`config.mk`:
```
export PLATFORM = sky130hd
export DESIGN_NAME = iss_core
export DESIGN_NICKNAME = d
export VERILOG_FILES = /design/src/iss_pkg.sv /design/src/iss_alu_if.sv /design/src/iss_core.sv /design/src/iss_alu.sv /design/src/iss_stack.sv
export SDC_FILE = /design/constraint.sdc
export NUM_CORES = 1
export LEC_CHECK = 0
export CORE_UTILIZATION = 50
export CTS_BUF_LIST = sky130_fd_sc_hd__clkbuf_4 sky130_fd_sc_hd__clkbuf_8 sky130_fd_sc_hd__clkbuf_16
export DETAILED_ROUTE_END_ITERATION = 12
export DONT_BUFFER_PORTS = 1
export HOLD_SLACK_MARGIN = 0.02
export SYNTH_ARGS = -nofsm -noshare
export SYNTH_HDL_FRONTEND = slang
export SYNTH_HIERARCHICAL = 1
export SYNTH_SLANG_ARGS = --single-unit
```
`constraint.sdc`:
```
create_clock -name clk_in -period 7.9 [get_ports clk_in]
set_input_delay 0.79 -clock clk_in [delete_from_list [all_inputs] [get_ports clk_in]]
set_output_delay 0.79 -clock clk_in [all_outputs]
set_load 0.03 [all_outputs]
```
`src/iss_pkg.sv`:
```
// Shared constants and types for the instruction sequencer
package iss_pkg;
   localparam int ISS_PC_W = 12;
   localparam int ISS_PCH_W = 4;
   localparam int ISS_DW = 8;
   localparam int ISS_STACK_DEPTH = 4;
   localparam int ISS_SP_W = 3;
   localparam logic [11:0] ISS_RESET_VECTOR = 12'h000;
   localparam logic [2:0] ISS_SP_RESET = 3'h0;
   // Register offsets (word aligned byte addresses)
   localparam logic [3:0] ISS_OFF_PCL = 4'h0;
   localparam logic [3:0] ISS_OFF_PC = 4'h4;
   localparam logic [3:0] ISS_OFF_ACC = 4'h8;
   localparam logic [3:0] ISS_OFF_STATUS = 4'hc;
   // Status flag positions
   localparam int ISS_ST_C = 0;
   localparam int ISS_ST_AC = 1;
   localparam int ISS_ST_Z = 2;
   localparam int ISS_ST_OV = 3;
   localparam logic [3:0] ISS_STATUS_RESET = 4'h0;
   localparam logic [7:0] ISS_ACC_RESET = 8'h00;
   // Instruction phases, one-hot
   typedef enum logic [3:0] {
      ISS_PH1 = 4'b0001,
      ISS_PH2 = 4'b0010,
      ISS_PH3 = 4'b0100,
      ISS_PH4 = 4'b1000
   } iss_phase_t;
   // Flow operations presented with each instruction
   typedef enum logic [2:0] {
      ISS_FL_SEQ = 3'h0,
      ISS_FL_JUMP = 3'h1,
      ISS_FL_CALL = 3'h2,
      ISS_FL_RET = 3'h3,
      ISS_FL_SKIP = 3'h4
   } iss_flow_t;
   // Arithmetic/logic operations
   typedef enum logic [3:0] {
      ISS_AL_NONE = 4'h0, ISS_AL_ADD = 4'h1, ISS_AL_ADC = 4'h2,
      ISS_AL_SUB = 4'h3, ISS_AL_SBC = 4'h4, ISS_AL_DAA = 4'h5,
      ISS_AL_AND = 4'h6, ISS_AL_OR = 4'h7, ISS_AL_XOR = 4'h8,
      ISS_AL_CPL = 4'h9, ISS_AL_RR = 4'ha, ISS_AL_RRC = 4'hb,
      ISS_AL_RL = 4'hc, ISS_AL_RLC = 4'hd, ISS_AL_INC = 4'he,
      ISS_AL_DEC = 4'hf
   } iss_alop_t;
endpackage

```
`src/iss_alu_if.sv`:
```
`timescale 1ns/10ps
// Interface joining the sequencer to its arithmetic unit
interface iss_alu_if;
   import iss_pkg::*;
   iss_alop_t op;
   logic [7:0] a;
   logic [7:0] b;
   logic [3:0] status;
   logic [7:0] result;
   logic [3:0] status_new;
   logic writes_flags;
   modport core (output op, a, b, status,
      input result, status_new, writes_flags);
   modport alu (input op, a, b, status,
      output result, status_new, writes_flags);
endinterface

```
`src/iss_core.sv`:
```
// Design decisions made here: the placing of the registers and the Avalon-MM register port.
`timescale 1ns/10ps
// Instruction sequencer: phases, program counter, flow and registers
// What this block does
// RULE1 - Four non-overlapping phases from the clock form one instruction cycle.
// RULE2 - Program counter advances and fetch happens at start of phase one.
// RULE3 - Next fetch overlaps current execution; one instruction per cycle.
// RULE4 - Jumps and calls take two instruction cycles.
// RULE5 - Sequential instructions increase program counter by exactly one.
// RULE6 - Counter is 12 bits, 4 upper plus 8 lower; only low byte visible. The bus port also reads all 12 bits at ISS_OFF_PC.
// RULE7 - Jump, call, interrupt and reset load the target into the counter.
// RULE8 - Taken skip discards fetched instruction, inserting a dummy cycle.
// RULE9 - Writing the low byte jumps within the page with a dummy cycle.
// RULE10 - Low byte is readable and writable as an ordinary register.
// RULE11 - Four-entry return stack, not software visible.
// RULE12 - Call or acknowledged interrupt pushes the program counter.
// RULE13 - Returns restore the counter from the top stack entry.
// RULE14 - Reset points the stack pointer at the stack top.
// RULE15 - Interrupt with full stack is held until a return frees a level.
// RULE16 - Call with full stack still executes, losing the oldest entry.
// RULE17 - 8-bit unit works through accumulator, result to chosen target.
// RULE18 - Status flags update on carry, borrow and other changes.
// RULE19 - Add, subtract, decimal adjust, logic, rotate, inc and dec.
// RULE20 - Reset loads program counter with address zero.
// RULE21 - Low-byte writes keep the four upper counter bits.
module iss_core
   import iss_pkg::*;
(
   input wire logic clk_in,
   input wire logic reset_in,
   // Avalon-MM slave
   input wire logic [3:0] avs_address_in,
   input wire logic avs_read_in,
   input wire logic avs_write_in,
   input wire logic [31:0] avs_writedata_in,
   input wire logic [3:0] avs_byteenable_in,
   output logic [31:0] avs_readdata_out,
   output logic avs_waitrequest_out,
   // Program memory fetch
   output logic [11:0] fetch_addr_out,
   output logic fetch_strobe_out,
   input wire logic [15:0] fetch_word_in,
   // Decoded instruction presented by the decoder
   input wire iss_flow_t flow_op_in,
   input wire logic [11:0] flow_target_in,
   input wire logic skip_cond_in,
   input wire logic ret_from_int_in,
   input wire iss_alop_t alu_op_in,
   input wire logic [7:0] alu_operand_in,
   input wire logic alu_to_mem_in,
   // Interrupt request, already synchronous
   input wire logic int_req_in,
   input wire logic [11:0] int_vector_in,
   output logic int_ack_out,
   // Status of the sequencer
   output logic [15:0] instr_out,
   output logic [3:0] phase_out,
   output logic dummy_out,
   output logic [7:0] mem_result_out,
   output logic mem_write_out,
   output logic [3:0] status_out,
   output logic [7:0] acc_out,
   output logic [2:0] stack_level_out
);
   typedef struct packed {
      iss_phase_t phase;
      logic [11:0] pc;
      logic [15:0] instr;
      logic dummy;
      logic int_pend;
      logic int_ack;
      logic [7:0] acc;
      logic [3:0] status;
      logic [7:0] mem_res;
      logic mem_wr;
      logic pcl_wr_pend;
      logic [7:0] pcl_wr_val;
      logic ack;
      logic [31:0] rdata;
   } iss_core_state_t;
   iss_core_state_t s_q, s_d;

   iss_alu_if alu_bus ();
   logic stack_push, stack_pop, stack_full;
   logic [11:0] stack_top, push_addr;

   iss_alu u_alu (
      .bus(alu_bus.alu)
   );

   iss_stack u_stack (
      .clk_in(clk_in),
      .reset_in(reset_in),
      .push_in(stack_push),
      .pop_in(stack_pop),
      .push_addr_in(push_addr),
      .top_addr_out(stack_top),
      .full_out(stack_full),
      .level_out(stack_level_out)
   );

   // Sequential successor of an address
   function automatic logic [11:0] iss_next(input logic [11:0] a);
      return a + 12'h001;
   endfunction

   // Register decode for a bus access
   function automatic logic iss_hit(input logic [3:0] adr,
         input logic [3:0] off);
      return adr == off;
   endfunction

   logic exec_edge;
   logic bus_req;
   logic [7:0] pcl_wdata;

   // Execution completes at end of phase four
   assign exec_edge = (s_q.phase == ISS_PH4); // [RULE1]
   assign bus_req = (avs_read_in | avs_write_in) & ~s_q.ack;
   assign pcl_wdata = avs_writedata_in[7:0];

   // Operands into the arithmetic unit
   assign alu_bus.op = s_q.dummy ? ISS_AL_NONE : alu_op_in;
   assign alu_bus.a = s_q.acc;
   assign alu_bus.b = alu_operand_in;
   assign alu_bus.status = s_q.status;

   // Stack control during the execute edge
   always_comb begin
      stack_push = 1'b0;
      stack_pop = 1'b0;
      push_addr = s_q.pc;
      // A pending low-byte write wins, so nothing is pushed or popped then
      if (exec_edge && !s_q.pcl_wr_pend) begin
         if (!s_q.dummy && flow_op_in == ISS_FL_CALL) begin
            stack_push = 1'b1; // [RULE12] [RULE16]
         end else if (!s_q.dummy && flow_op_in == ISS_FL_RET) begin
            stack_pop = 1'b1; // [RULE13]
         end else if (s_q.int_pend && !stack_full
               && !(!s_q.dummy && flow_op_in == ISS_FL_JUMP)) begin
            stack_push = 1'b1; // [RULE12] [RULE15]
         end
      end
   end

   // Next state of the sequencer
   always_comb begin
      s_d = s_q;
      s_d.mem_wr = 1'b0;
      s_d.int_ack = 1'b0;
      s_d.ack = 1'b0;
      // Phase rotation, one step per clock
      unique case (s_q.phase)
         ISS_PH1: s_d.phase = ISS_PH2; // [RULE1]
         ISS_PH2: s_d.phase = ISS_PH3;
         ISS_PH3: s_d.phase = ISS_PH4;
         ISS_PH4: s_d.phase = ISS_PH1;
      endcase
      // Interrupt flag recorded even while stack full
      if (int_req_in) s_d.int_pend = 1'b1; // [RULE15]
      // Fetch latch at end of phase one, overlapping execution
      if (s_q.phase == ISS_PH1)
         s_d.instr = fetch_word_in; // [RULE3] [RULE2]

      // Bus slave: one wait cycle, read data ready for the second edge
      if (bus_req) begin
         s_d.ack = 1'b1;
         s_d.rdata = 32'h0000_0000;
         if (iss_hit(avs_address_in, ISS_OFF_PCL))
            s_d.rdata = {24'h000000, s_q.pc[7:0]}; // [RULE10]
         else if (iss_hit(avs_address_in, ISS_OFF_PC))
            s_d.rdata = {20'h00000, s_q.pc};
         else if (iss_hit(avs_address_in, ISS_OFF_ACC))
            s_d.rdata = {24'h000000, s_q.acc};
         else if (iss_hit(avs_address_in, ISS_OFF_STATUS))
            s_d.rdata = {28'h0000000, s_q.status};
      end
      // Writes land only at the edge where waitrequest is low
      if (avs_write_in && s_q.ack && avs_byteenable_in[0]) begin
         if (iss_hit(avs_address_in, ISS_OFF_PCL)) begin
            s_d.pcl_wr_pend = 1'b1; // [RULE9] [RULE10]
            s_d.pcl_wr_val = pcl_wdata;
         end else if (iss_hit(avs_address_in, ISS_OFF_ACC)) begin
            s_d.acc = avs_writedata_in[7:0];
         end else if (iss_hit(avs_address_in, ISS_OFF_STATUS)) begin
            s_d.status = avs_writedata_in[3:0];
         end
      end

      // Execute edge: retire current word, start next fetch at phase one
      if (exec_edge) begin
         s_d.dummy = 1'b0;
         if (!s_q.dummy && alu_op_in != ISS_AL_NONE) begin
            if (alu_to_mem_in) begin
               s_d.mem_res = alu_bus.result; // [RULE17]
               s_d.mem_wr = 1'b1;
            end else begin
               s_d.acc = alu_bus.result; // [RULE17] [RULE19]
            end
            if (alu_bus.writes_flags)
               s_d.status = alu_bus.status_new; // [RULE18]
         end
         if (s_q.pcl_wr_pend) begin
            // Page kept, low byte replaced, prefetch discarded
            s_d.pc = {s_q.pc[11:8], s_q.pcl_wr_val}; // [RULE9] [RULE21]
            s_d.pcl_wr_pend = 1'b0;
            s_d.dummy = 1'b1;
         end else if (!s_q.dummy && (flow_op_in == ISS_FL_JUMP
               || flow_op_in == ISS_FL_CALL)) begin
            s_d.pc = flow_target_in; // [RULE7] [RULE4]
            s_d.dummy = 1'b1;
         end else if (!s_q.dummy && flow_op_in == ISS_FL_RET) begin
            s_d.pc = stack_top; // [RULE13]
            s_d.dummy = 1'b1;
            if (ret_from_int_in) s_d.int_pend = s_d.int_pend;
         end else if (s_q.int_pend && !stack_full) begin
            s_d.pc = int_vector_in; // [RULE7] [RULE15]
            s_d.int_pend = int_req_in;
            s_d.int_ack = 1'b1;
            s_d.dummy = 1'b1;
         end else if (!s_q.dummy && flow_op_in == ISS_FL_SKIP
               && skip_cond_in) begin
            s_d.pc = iss_next(s_q.pc); // [RULE8]
            s_d.dummy = 1'b1;
         end else begin
            s_d.pc = iss_next(s_q.pc); // [RULE5] [RULE2]
         end
      end
   end

   // State register; reset sits in a dummy cycle fetching address zero
   always_ff @(posedge clk_in or posedge reset_in) begin
      if (reset_in) begin
         s_q.phase <= ISS_PH1;
         s_q.pc <= ISS_RESET_VECTOR; // [RULE20] [RULE7]
         s_q.instr <= 16'h0000;
         s_q.dummy <= 1'b1;
         s_q.int_pend <= 1'b0;
         s_q.int_ack <= 1'b0;
         s_q.acc <= ISS_ACC_RESET;
         s_q.status <= ISS_STATUS_RESET;
         s_q.mem_res <= 8'h00;
         s_q.mem_wr <= 1'b0;
         s_q.pcl_wr_pend <= 1'b0;
         s_q.pcl_wr_val <= 8'h00;
         s_q.ack <= 1'b0;
         s_q.rdata <= 32'h0000_0000;
      end else begin
         s_q <= s_d;
      end
   end

   // Fetch address is the counter during phase one
   assign fetch_addr_out = s_q.pc; // [RULE6]
   assign fetch_strobe_out = (s_q.phase == ISS_PH1);
   assign avs_waitrequest_out = (avs_read_in | avs_write_in) & ~s_q.ack;
   assign avs_readdata_out = s_q.rdata;
   assign instr_out = s_q.instr;
   assign phase_out = s_q.phase;
   assign dummy_out = s_q.dummy;
   assign mem_result_out = s_q.mem_res;
   assign mem_write_out = s_q.mem_wr;
   assign status_out = s_q.status;
   assign acc_out = s_q.acc;
   assign int_ack_out = s_q.int_ack;
endmodule

```
`src/iss_alu.sv`:
```
`timescale 1ns/10ps
// Eight-bit arithmetic and logic unit with flag generation
module iss_alu
   import iss_pkg::*;
(
   iss_alu_if.alu bus
);
   logic [8:0] sum;
   logic [4:0] nib;
   logic [7:0] adj;
   // Result and flags for the selected operation
   always_comb begin
      sum = 9'h000;
      nib = 5'h00;
      adj = 8'h00;
      bus.result = bus.a;
      bus.status_new = bus.status;
      bus.writes_flags = 1'b1;
      unique case (bus.op)
         ISS_AL_ADD, ISS_AL_ADC: begin
            sum = {1'b0, bus.a} + {1'b0, bus.b}
               + {8'h00, bus.op == ISS_AL_ADC && bus.status[ISS_ST_C]};
            nib = {1'b0, bus.a[3:0]} + {1'b0, bus.b[3:0]}
               + {4'h0, bus.op == ISS_AL_ADC && bus.status[ISS_ST_C]};
            bus.result = sum[7:0];
            bus.status_new[ISS_ST_C] = sum[8];
            bus.status_new[ISS_ST_AC] = nib[4];
            bus.status_new[ISS_ST_OV] = (bus.a[7] == bus.b[7])
               && (sum[7] != bus.a[7]);
         end
         ISS_AL_SUB, ISS_AL_SBC: begin
            // Carry set means no borrow
            sum = {1'b0, bus.a} + {1'b0, ~bus.b}
               + {8'h00, bus.op == ISS_AL_SUB || bus.status[ISS_ST_C]};
            nib = {1'b0, bus.a[3:0]} + {1'b0, ~bus.b[3:0]}
               + {4'h0, bus.op == ISS_AL_SUB || bus.status[ISS_ST_C]};
            bus.result = sum[7:0];
            bus.status_new[ISS_ST_C] = sum[8];
            bus.status_new[ISS_ST_AC] = nib[4];
            bus.status_new[ISS_ST_OV] = (bus.a[7] != bus.b[7])
               && (sum[7] != bus.a[7]);
         end
         ISS_AL_DAA: begin
            adj = 8'h00;
            if (bus.a[3:0] > 4'h9 || bus.status[ISS_ST_AC]) adj[3:0] = 4'h6;
            if (bus.a > 8'h99 || bus.status[ISS_ST_C]) adj[7:4] = 4'h6;
            sum = {1'b0, bus.a} + {1'b0, adj};
            bus.result = sum[7:0];
            bus.status_new[ISS_ST_C] = sum[8] | bus.status[ISS_ST_C];
         end
         ISS_AL_AND: bus.result = bus.a & bus.b;
         ISS_AL_OR: bus.result = bus.a | bus.b;
         ISS_AL_XOR: bus.result = bus.a ^ bus.b;
         ISS_AL_CPL: bus.result = ~bus.a;
         ISS_AL_RR: begin
            bus.result = {bus.a[0], bus.a[7:1]};
            bus.writes_flags = 1'b0;
         end
         ISS_AL_RL: begin
            bus.result = {bus.a[6:0], bus.a[7]};
            bus.writes_flags = 1'b0;
         end
         ISS_AL_RRC: begin
            bus.result = {bus.status[ISS_ST_C], bus.a[7:1]};
            bus.status_new[ISS_ST_C] = bus.a[0];
         end
         ISS_AL_RLC: begin
            bus.result = {bus.a[6:0], bus.status[ISS_ST_C]};
            bus.status_new[ISS_ST_C] = bus.a[7];
         end
         ISS_AL_INC: bus.result = bus.a + 8'h01;
         ISS_AL_DEC: bus.result = bus.a - 8'h01;
         ISS_AL_NONE: bus.writes_flags = 1'b0;
      endcase
      // Zero flag on everything but rotates and idle
      if (bus.writes_flags && bus.op != ISS_AL_RRC && bus.op != ISS_AL_RLC)
         bus.status_new[ISS_ST_Z] = (bus.result == 8'h00);
   end
endmodule

```
`src/iss_stack.sv`:
```
`timescale 1ns/10ps
// Four-level return-address stack with pointer
module iss_stack
   import iss_pkg::*;
(
   input wire logic clk_in,
   input wire logic reset_in,
   input wire logic push_in,
   input wire logic pop_in,
   input wire logic [11:0] push_addr_in,
   output logic [11:0] top_addr_out,
   output logic full_out,
   output logic [2:0] level_out
);
   typedef struct packed {
      logic [3:0][11:0] mem;
      logic [2:0] count;
   } iss_stack_state_t;
   iss_stack_state_t s_q, s_d;

   // Push shifts entries down; oldest drops when full
   always_comb begin
      s_d = s_q;
      if (push_in) begin
         s_d.mem = {s_q.mem[2:0], push_addr_in}; // [RULE12] [RULE16]
         if (s_q.count != 3'(ISS_STACK_DEPTH)) s_d.count = s_q.count + 3'h1;
      end else if (pop_in) begin
         s_d.mem = {12'h000, s_q.mem[3:1]}; // [RULE13]
         if (s_q.count != 3'h0) s_d.count = s_q.count - 3'h1;
      end
   end

   // State register; pointer starts at top of stack
   always_ff @(posedge clk_in or posedge reset_in) begin
      if (reset_in) begin
         s_q <= '0; // [RULE14]
      end else begin
         s_q <= s_d;
      end
   end

   assign top_addr_out = s_q.mem[0];
   assign full_out = (s_q.count == 3'(ISS_STACK_DEPTH)); // [RULE11]
   assign level_out = s_q.count;
endmodule

```
==> summary.md, run 1 <==
| Metric | Value |
|---|---|
| Flop pwr share | `39.7%` |
| Fin. Hold Viols | `0` |
| Outcome | `complete, no violations` |
| DRT antenna net count | `0` |
| Routability cong. | `0.882` |
| Syn avg cell area | `9.05 sq um` |
| Seq cells post-synth | `129` |
| Largest cells by area after synthesis | `dfrtp_1 33%, buf_4 8.8%, mux2i_1 5.5%` |
| Finished Cell Area | `9560 sq um` |
| Cts bufs inserted | `17` |
| Share of cells above drive strength 1 | `12.4%` |
| Die width | `140 um` |
| Placed cell area | `8960 sq um` |
| RR Endpoint | `status_out[2]` |
| Total wire length | `24900 um` |
| First-pass iteration count of the detailed router | `5` |
| F_max | `209 MHz` |
| CTS Buffer Depth | `2` |
| DRC | `0` |
| Min cycle time layout | `4.79 ns` |
| Commonest non-fill, non-tap cell in the layout | `dfrtp_1` |
| CTS H-Tree Depth | `4` |
| Synth warn | `6` |
| Synth unique cells | `92` |
| Slew Viols, Final | `0` |
| Number of flops mapped to enable cells by yosys | `0` |
| Initial antenna violation count | `0` |
| Starting Density | `51.0%` |
| Logic gate share of total power | `37.8%` |
| DIE AREA | `19600 sq um` |
| Cells after Synth | `1054` |
| Die H | `140 um` |
| Clock Tree Root | `clkbuf_16` |
| Power per cell area | `364 nW/um^2` |
| Synth-to-Final Area Change | `0.171%` |
| Dominant synthesized flop cell | `dfrtp_1` |
| Post-synthesis sequential area ratio | `33.9%` |
| Pin count of the biggest net entering global routing | `94` |
| Most frequent cells in the layout | `127 x dfrtp_1, 120 x nand2_1, 52 x mux2i_1, 51 x a21oi_1, 48 x o21ai_1` |
| Core region area | `18700 sq um` |
| Clk Latency, worst-skew pair | `0.42 ns` |
| Cells on worst reg2reg path | `14` |
| Reg2Reg Setup Slack | `3.11 ns` |
| Reg2reg start | `dummy_out` |
| Synth top area share | `33.3%` |
| First-pass GRT wire length | `39500 um` |
| Port bufs | `0` |
| Nets@finish | `1092` |
| FFs w/ async S/R, synth | `100%` |
| Via density | `6.22` |
| Gr ovfl total | `0` |
| HPWL after detailed placement | `18100 um` |
| Slew headroom | `22.2%` |
| Mapped Area | `9540 sq um` |
| N_diodes | `0` |
| Clock sink count | `129` |
| Clock network fraction of design power | `22.5%` |
| DRT iter0 DRCs | `581` |
| Period utilisation layout | `60.6%` |
| Worst Setup End Kind | `flip-flop` |
| Vias in the first global route | `6922` |
| Gr usage total | `25.7%` |
| NetSw | `1.58 mW` |
| Total negative setup slack | `0 ns` |
| Switch share | `45.4%` |
| Rows | `50` |
| Setup bufs post-CTS | `0` |
| Clock transition at path regs | `0.06 ns` |
| Critical path class | `reg2reg` |
| Skew final | `0.00970 ns` |
| Pleak | `3.83 nW` |
| Post-DR wirelength/cell | `20.8 um` |
| Hold crit path type | `in2async` |
| Peak supply drop | `0.181 mV` |
| Post-cts resize count | `0` |
| WP data required | `8.24 ns` |
| Hold-fix buffers, CTS | `0` |
| Critical Path AT | `5.13 ns` |
| Yosys top cell by area | `dfrtp_1` |
| Slew at the pin closest to its max-slew limit | `1.16 ns` |
| P_int | `1.90 mW` |
| Final number of setup-violating endpoints | `0` |
| Type of origin of the critical path | `flip-flop` |
| Layout fillers | `1746` |
| Detailed-route via count | `7435` |
| Largest fanout on the critical path | `40` |
| # Max-Cap Violations | `0` |
| TritonCTS clock tree | `done` |
| Unrepaired setup endpoints after global routing | `no` |
| # IOs | `195` |
[logic make-up (layout without fill, tap and decap cells)]
kind of cell,Yosys count,after routing,synth area share [%]
compound gates,278,278,19.0
flops,129,129,33.9
simple gates,310,310,16.9
buf+inv,191,79,12.7
fa+ha+maj,42,42,6.03
xor+xnor,15,15,1.38
mux,88,88,10.0
other cells,1,20,0.0393
[synth_stat cells (all sizes together), types with 9 or more instances]
cell type and number:
dfrtp 127, nor2 47, o211ai 11, nand2b 14, nor3 17, or3 11, a21oi 51, nand2 121
a221oi 14, nor2b 21, buf 144, o21ai 95, ha 34, mux2 36, inv 31, o21a 9
o22ai 10, nand3 20, and2 9, a31oi 11, mux2i 52, clkbuf 15
[final cells by class]
type                    instances  area (sq um)  share of cell area, %
clock buffers                  20           460                   4.82
clock inverters                12           133                   1.39
inverters                      32           121                   1.27
multi-input cells             753          5210                   54.5
flip-flops and latches        129          3230                   33.8
well taps                     234           293                   3.06
repair buffers                 15           113                   1.18
[power by group through the flow]
stage | combinational (mW) | sequential, mW | clock [mW]
2_1_floorplan | 1.38 | 1.08 | 0
3_3_place_gp | 1.29 | 1.39 | 0
3_5_place_dp | 1.30 | 1.39 | 0
4_1_cts | 1.30 | 1.38 | 0.795
5_1_grt | 1.46 | 1.41 | 0.827
6_report | 1.32 | 1.38 | 0.782
[state kept, by name, indices dropped and copies added, names as in the netlist]
| register | flops |
|---|---|
| avs_readdata_out | 12 |
| mem_result_out | 8 |
| u_stack/top_addr_out | 12 |
| dummy_out | 1 |
| acc_out | 8 |
| s_q | 11 |
| instr_out | 16 |
| mem_write_out | 1 |
| status_out | 4 |
| fetch_addr_out | 12 |
| u_stack/level_out | 3 |
| u_stack/s_q | 36 |
| phase_out | 4 |
| int_ack_out | 1 |
[critical path: stages (launching register included)]
cell and delay [ns]:
dfstp_2 0.54, nor2b_2 0.17, buf_4 0.35, inv_1 0.23, nor3_1 0.96, ha_1 0.40
a21oi_1 0.29, o211ai_1 0.17, or3_1 0.32, nand3_1 0.09, a31oi_1 0.18, or4_1 0.60
o41ai_2 0.22, nand2_1 0.08, o21ai_0 0.07
[through the flow]
step / power (mW) / std cells / setup slack (ns) / hold WS, ns / util, %
floorplan: 2.46 / 1073 / 3.72 / 0.451 / -
global placement: 2.67 / 1163 / 3.09 / 0.483 / 47.9
detailed placement: 2.68 / 1163 / 3.01 / 0.488 / 47.9
CTS: 3.47 / 1195 / 3.19 / 0.453 / 51.1
global route: 3.70 / 1195 / 2.84 / 0.474 / 51.1
finish: 3.48 / 1195 / 3.11 / 0.426 / 51.1
[worst max-delay path by stage]
stage | to | startpoint | cells past startpoint
5_1_grt | status_out[2] | dummy_out | 14
3_3_place_gp | status_out[2] | alu_op_in[3] | 14
3_5_place_dp | status_out[2] | alu_op_in[3] | 14
4_1_cts | status_out[2] | dummy_out | 14
2_1_floorplan | status_out[2] | alu_op_in[2] | 15
6_report | status_out[2] | dummy_out | 14
[routing by layer]
metal | GRT usage, % | up-vias | part of all wire, %
met3 | 5.03 | 28 | 6.8
met5 | 0 | - | 0
met1 | 35.4 | 3683 | 45
met2 | 41.5 | 255 | 47
li1 | - | 3469 | -
met4 | 5.78 | 0 | 1.3
No activity file was read; power rests on OpenSTA's default activity.
==> run 2: changes to the inputs <==
==> constraint.sdc (replaced) <==
create_clock -name clk_in -period 4.72 [get_ports clk_in]
set_input_delay 0.472 -clock clk_in [delete_from_list [all_inputs] [get_ports clk_in]]
set_output_delay 0.472 -clock clk_in [all_outputs]
set_load 0.03 [all_outputs]
==> summary.md, run 2 (same netlist as run 1, synthesis figures left out) <==
| Metric | Value |
|---|---|
| Die H | `140 um` |
| Type of origin of the critical path | `flip-flop` |
| Unrepaired setup endpoints after global routing | `no` |
| P_int | `3.22 mW` |
| Share of cells above drive strength 1 | `13.3%` |
| Starting Density | `51.0%` |
| Cells on worst reg2reg path | `14` |
| Detailed-route via count | `7532` |
| F_max | `237 MHz` |
| Flop pwr share | `37.5%` |
| Hold crit path type | `in2async` |
| CP max stage delay | `0.62 ns` |
| DRT iter0 DRCs | `624` |
| Levels on crit path | `14` |
| Clock network fraction of design power | `22.3%` |
| Logic gate share of total power | `40.2%` |
| Top Family by Delay on Critical Path | `simple AND/OR/NAND/NOR gates` |
| Post-cts resize count | `0` |
| DRT antenna net count | `0` |
| Fin Hold WS | `0.190 ns` |
| Gr ovfl total | `0` |
| # Max-Cap Violations | `0` |
| DIE AREA | `19600 sq um` |
| Min cycle time layout | `4.21 ns` |
| Via density | `6.25` |
| Slew headroom | `29.8%` |
| CP Cell Sequence | `nor2b_2 > buf_4 > nor3_2 > nand3_1 > fa_1 > nor2b_1 > o2111ai_1 > and4_1 > nor4_1 > a31oi_1 > or4_1 > o41ai_2 > nand2_1 > o21ai_0` |
| Critical path class | `reg2reg` |
| Post-DR wirelength/cell | `21.1 um` |
| Switch share | `45.7%` |
| Die width | `140 um` |
| Clock transition at path regs | `0.06 ns` |
| Nets@finish | `1103` |
| # IOs | `195` |
| DRC | `0` |
| Period utilisation layout | `89.3%` |
| WP data required | `5.05 ns` |
| Cts bufs inserted | `17` |
| Routability cong. | `0.920` |
| HPWL after detailed placement | `18900 um` |
| Largest register FFs | `36` |
| Outcome | `complete, no violations` |
| CTS H-Tree Depth | `4` |
| Pin count of the biggest net entering global routing | `93` |
| Largest fanout on the critical path | `18` |
| Critical Path AT | `4.55 ns` |
| Initial antenna violation count | `0` |
| Power per cell area | `613 nW/um^2` |
| First-pass GRT wire length | `40100 um` |
| Total negative setup slack | `0 ns` |
| N_diodes | `0` |
| Vias in the first global route | `7089` |
| Commonest non-fill, non-tap cell in the layout | `dfrtp_1` |
| Slowest-stage cell, CP | `or4_1` |
| Synth-to-Final Area Change | `1.25%` |
| Skew final | `0.0136 ns` |
| Port bufs | `0` |
| Slew at the pin closest to its max-slew limit | `1.05 ns` |
| Worst Setup End Kind | `flip-flop` |
| CP Buf/Inv Count | `1` |
| Clk Latency, worst-skew pair | `0.42 ns` |
| Clock sink count | `129` |
| Most frequent cells in the layout | `127 x dfrtp_1, 120 x nand2_1, 52 x mux2i_1, 51 x a21oi_1, 48 x o21ai_1` |
| Fin. Hold Viols | `0` |
| Reg with most FFs | `u_stack/s_q` |
| Total wire length | `25400 um` |
| Peak supply drop | `0.314 mV` |
| Pleak | `3.88 nW` |
| Final number of setup-violating endpoints | `0` |
| Slew Viols, Final | `0` |
| Setup bufs post-CTS | `0` |
| NetSw | `2.71 mW` |
| TritonCTS clock tree | `done` |
| CTS Buffer Depth | `2` |
| First-pass iteration count of the detailed router | `5` |
| Gr usage total | `26.3%` |
| Core region area | `18700 sq um` |
| Rows | `50` |
| Clock Tree Root | `clkbuf_16` |
[run 2: cell types whose count changed in the layout (fill, tap and decap cells not counted), sizes merged]
cell | before | now
dlygate4sd3 | 0 | 1
clkbuf | 20 | 19
buf | 15 | 25
inv | 32 | 35
clkinvlp | 3 | 4
clkinv | 7 | 4
[run 2: power by group through the flow]
stage	clock network (mW)	registers, mW	logic (mW)
6_report	1.32	2.22	2.38
5_1_grt	1.39	2.28	2.60
4_1_cts	1.34	2.22	2.36
3_5_place_dp	0	2.23	2.34
3_3_place_gp	0	2.23	2.33
2_1_floorplan	0	1.81	2.31
[run 2: repair_timing]
item | 4_1_cts | 5_1_grt
endpoints found under the hold margin | 13 | 0
hold buffers | 1 | 0
setup endpoints to repair | 0 | 0
[run 2: worst paths after layout]
kind	startpoint	to	slack (ns)
hold / removal	reset_in	u_stack/top_addr_out[8]	0.19
setup / recovery	dummy_out	status_out[2]	0.51
setup reg to reg	dummy_out	status_out[2]	0.51
min in group clk_in	int_req_in	s_q[64]	0.19
max in group asynchronous	reset_in	status_out[2]	3.19
hold reg to reg	s_q[36]	s_q[36]	0.50
[run 2: cell type report]
class                      count  area [sq um]
clock buffer                  19           447
clock inverter                13           151
fill                        1757          9050
inverter                      32           121
multi-input combinational    753          5210
sequential                   129          3230
tap                          234           293
timing repair buffer          26           210
[run 2: layer usage]
metal  vias up  GRT usage [%]  share of wire [%]
li1       3502              -                  -
met1      3689           36.1                 44
met2       302           42.3                 47
met3        39           4.85                6.8
met4         0           7.63                1.8
met5         -              0                  0
[run 2: through the flow]
step	setup WS, ns	instance area [sq um]	total power, mW	utilization (%)	cells
floorplan	0.739	9610	4.12	-	1073
global placement	0.625	9050	4.55	48.4	1173
detailed placement	0.618	9050	4.57	48.4	1173
CTS	0.581	9660	5.91	51.6	1206
global route	0.320	9660	6.27	51.6	1206
finish	0.505	9660	5.92	51.6	1206
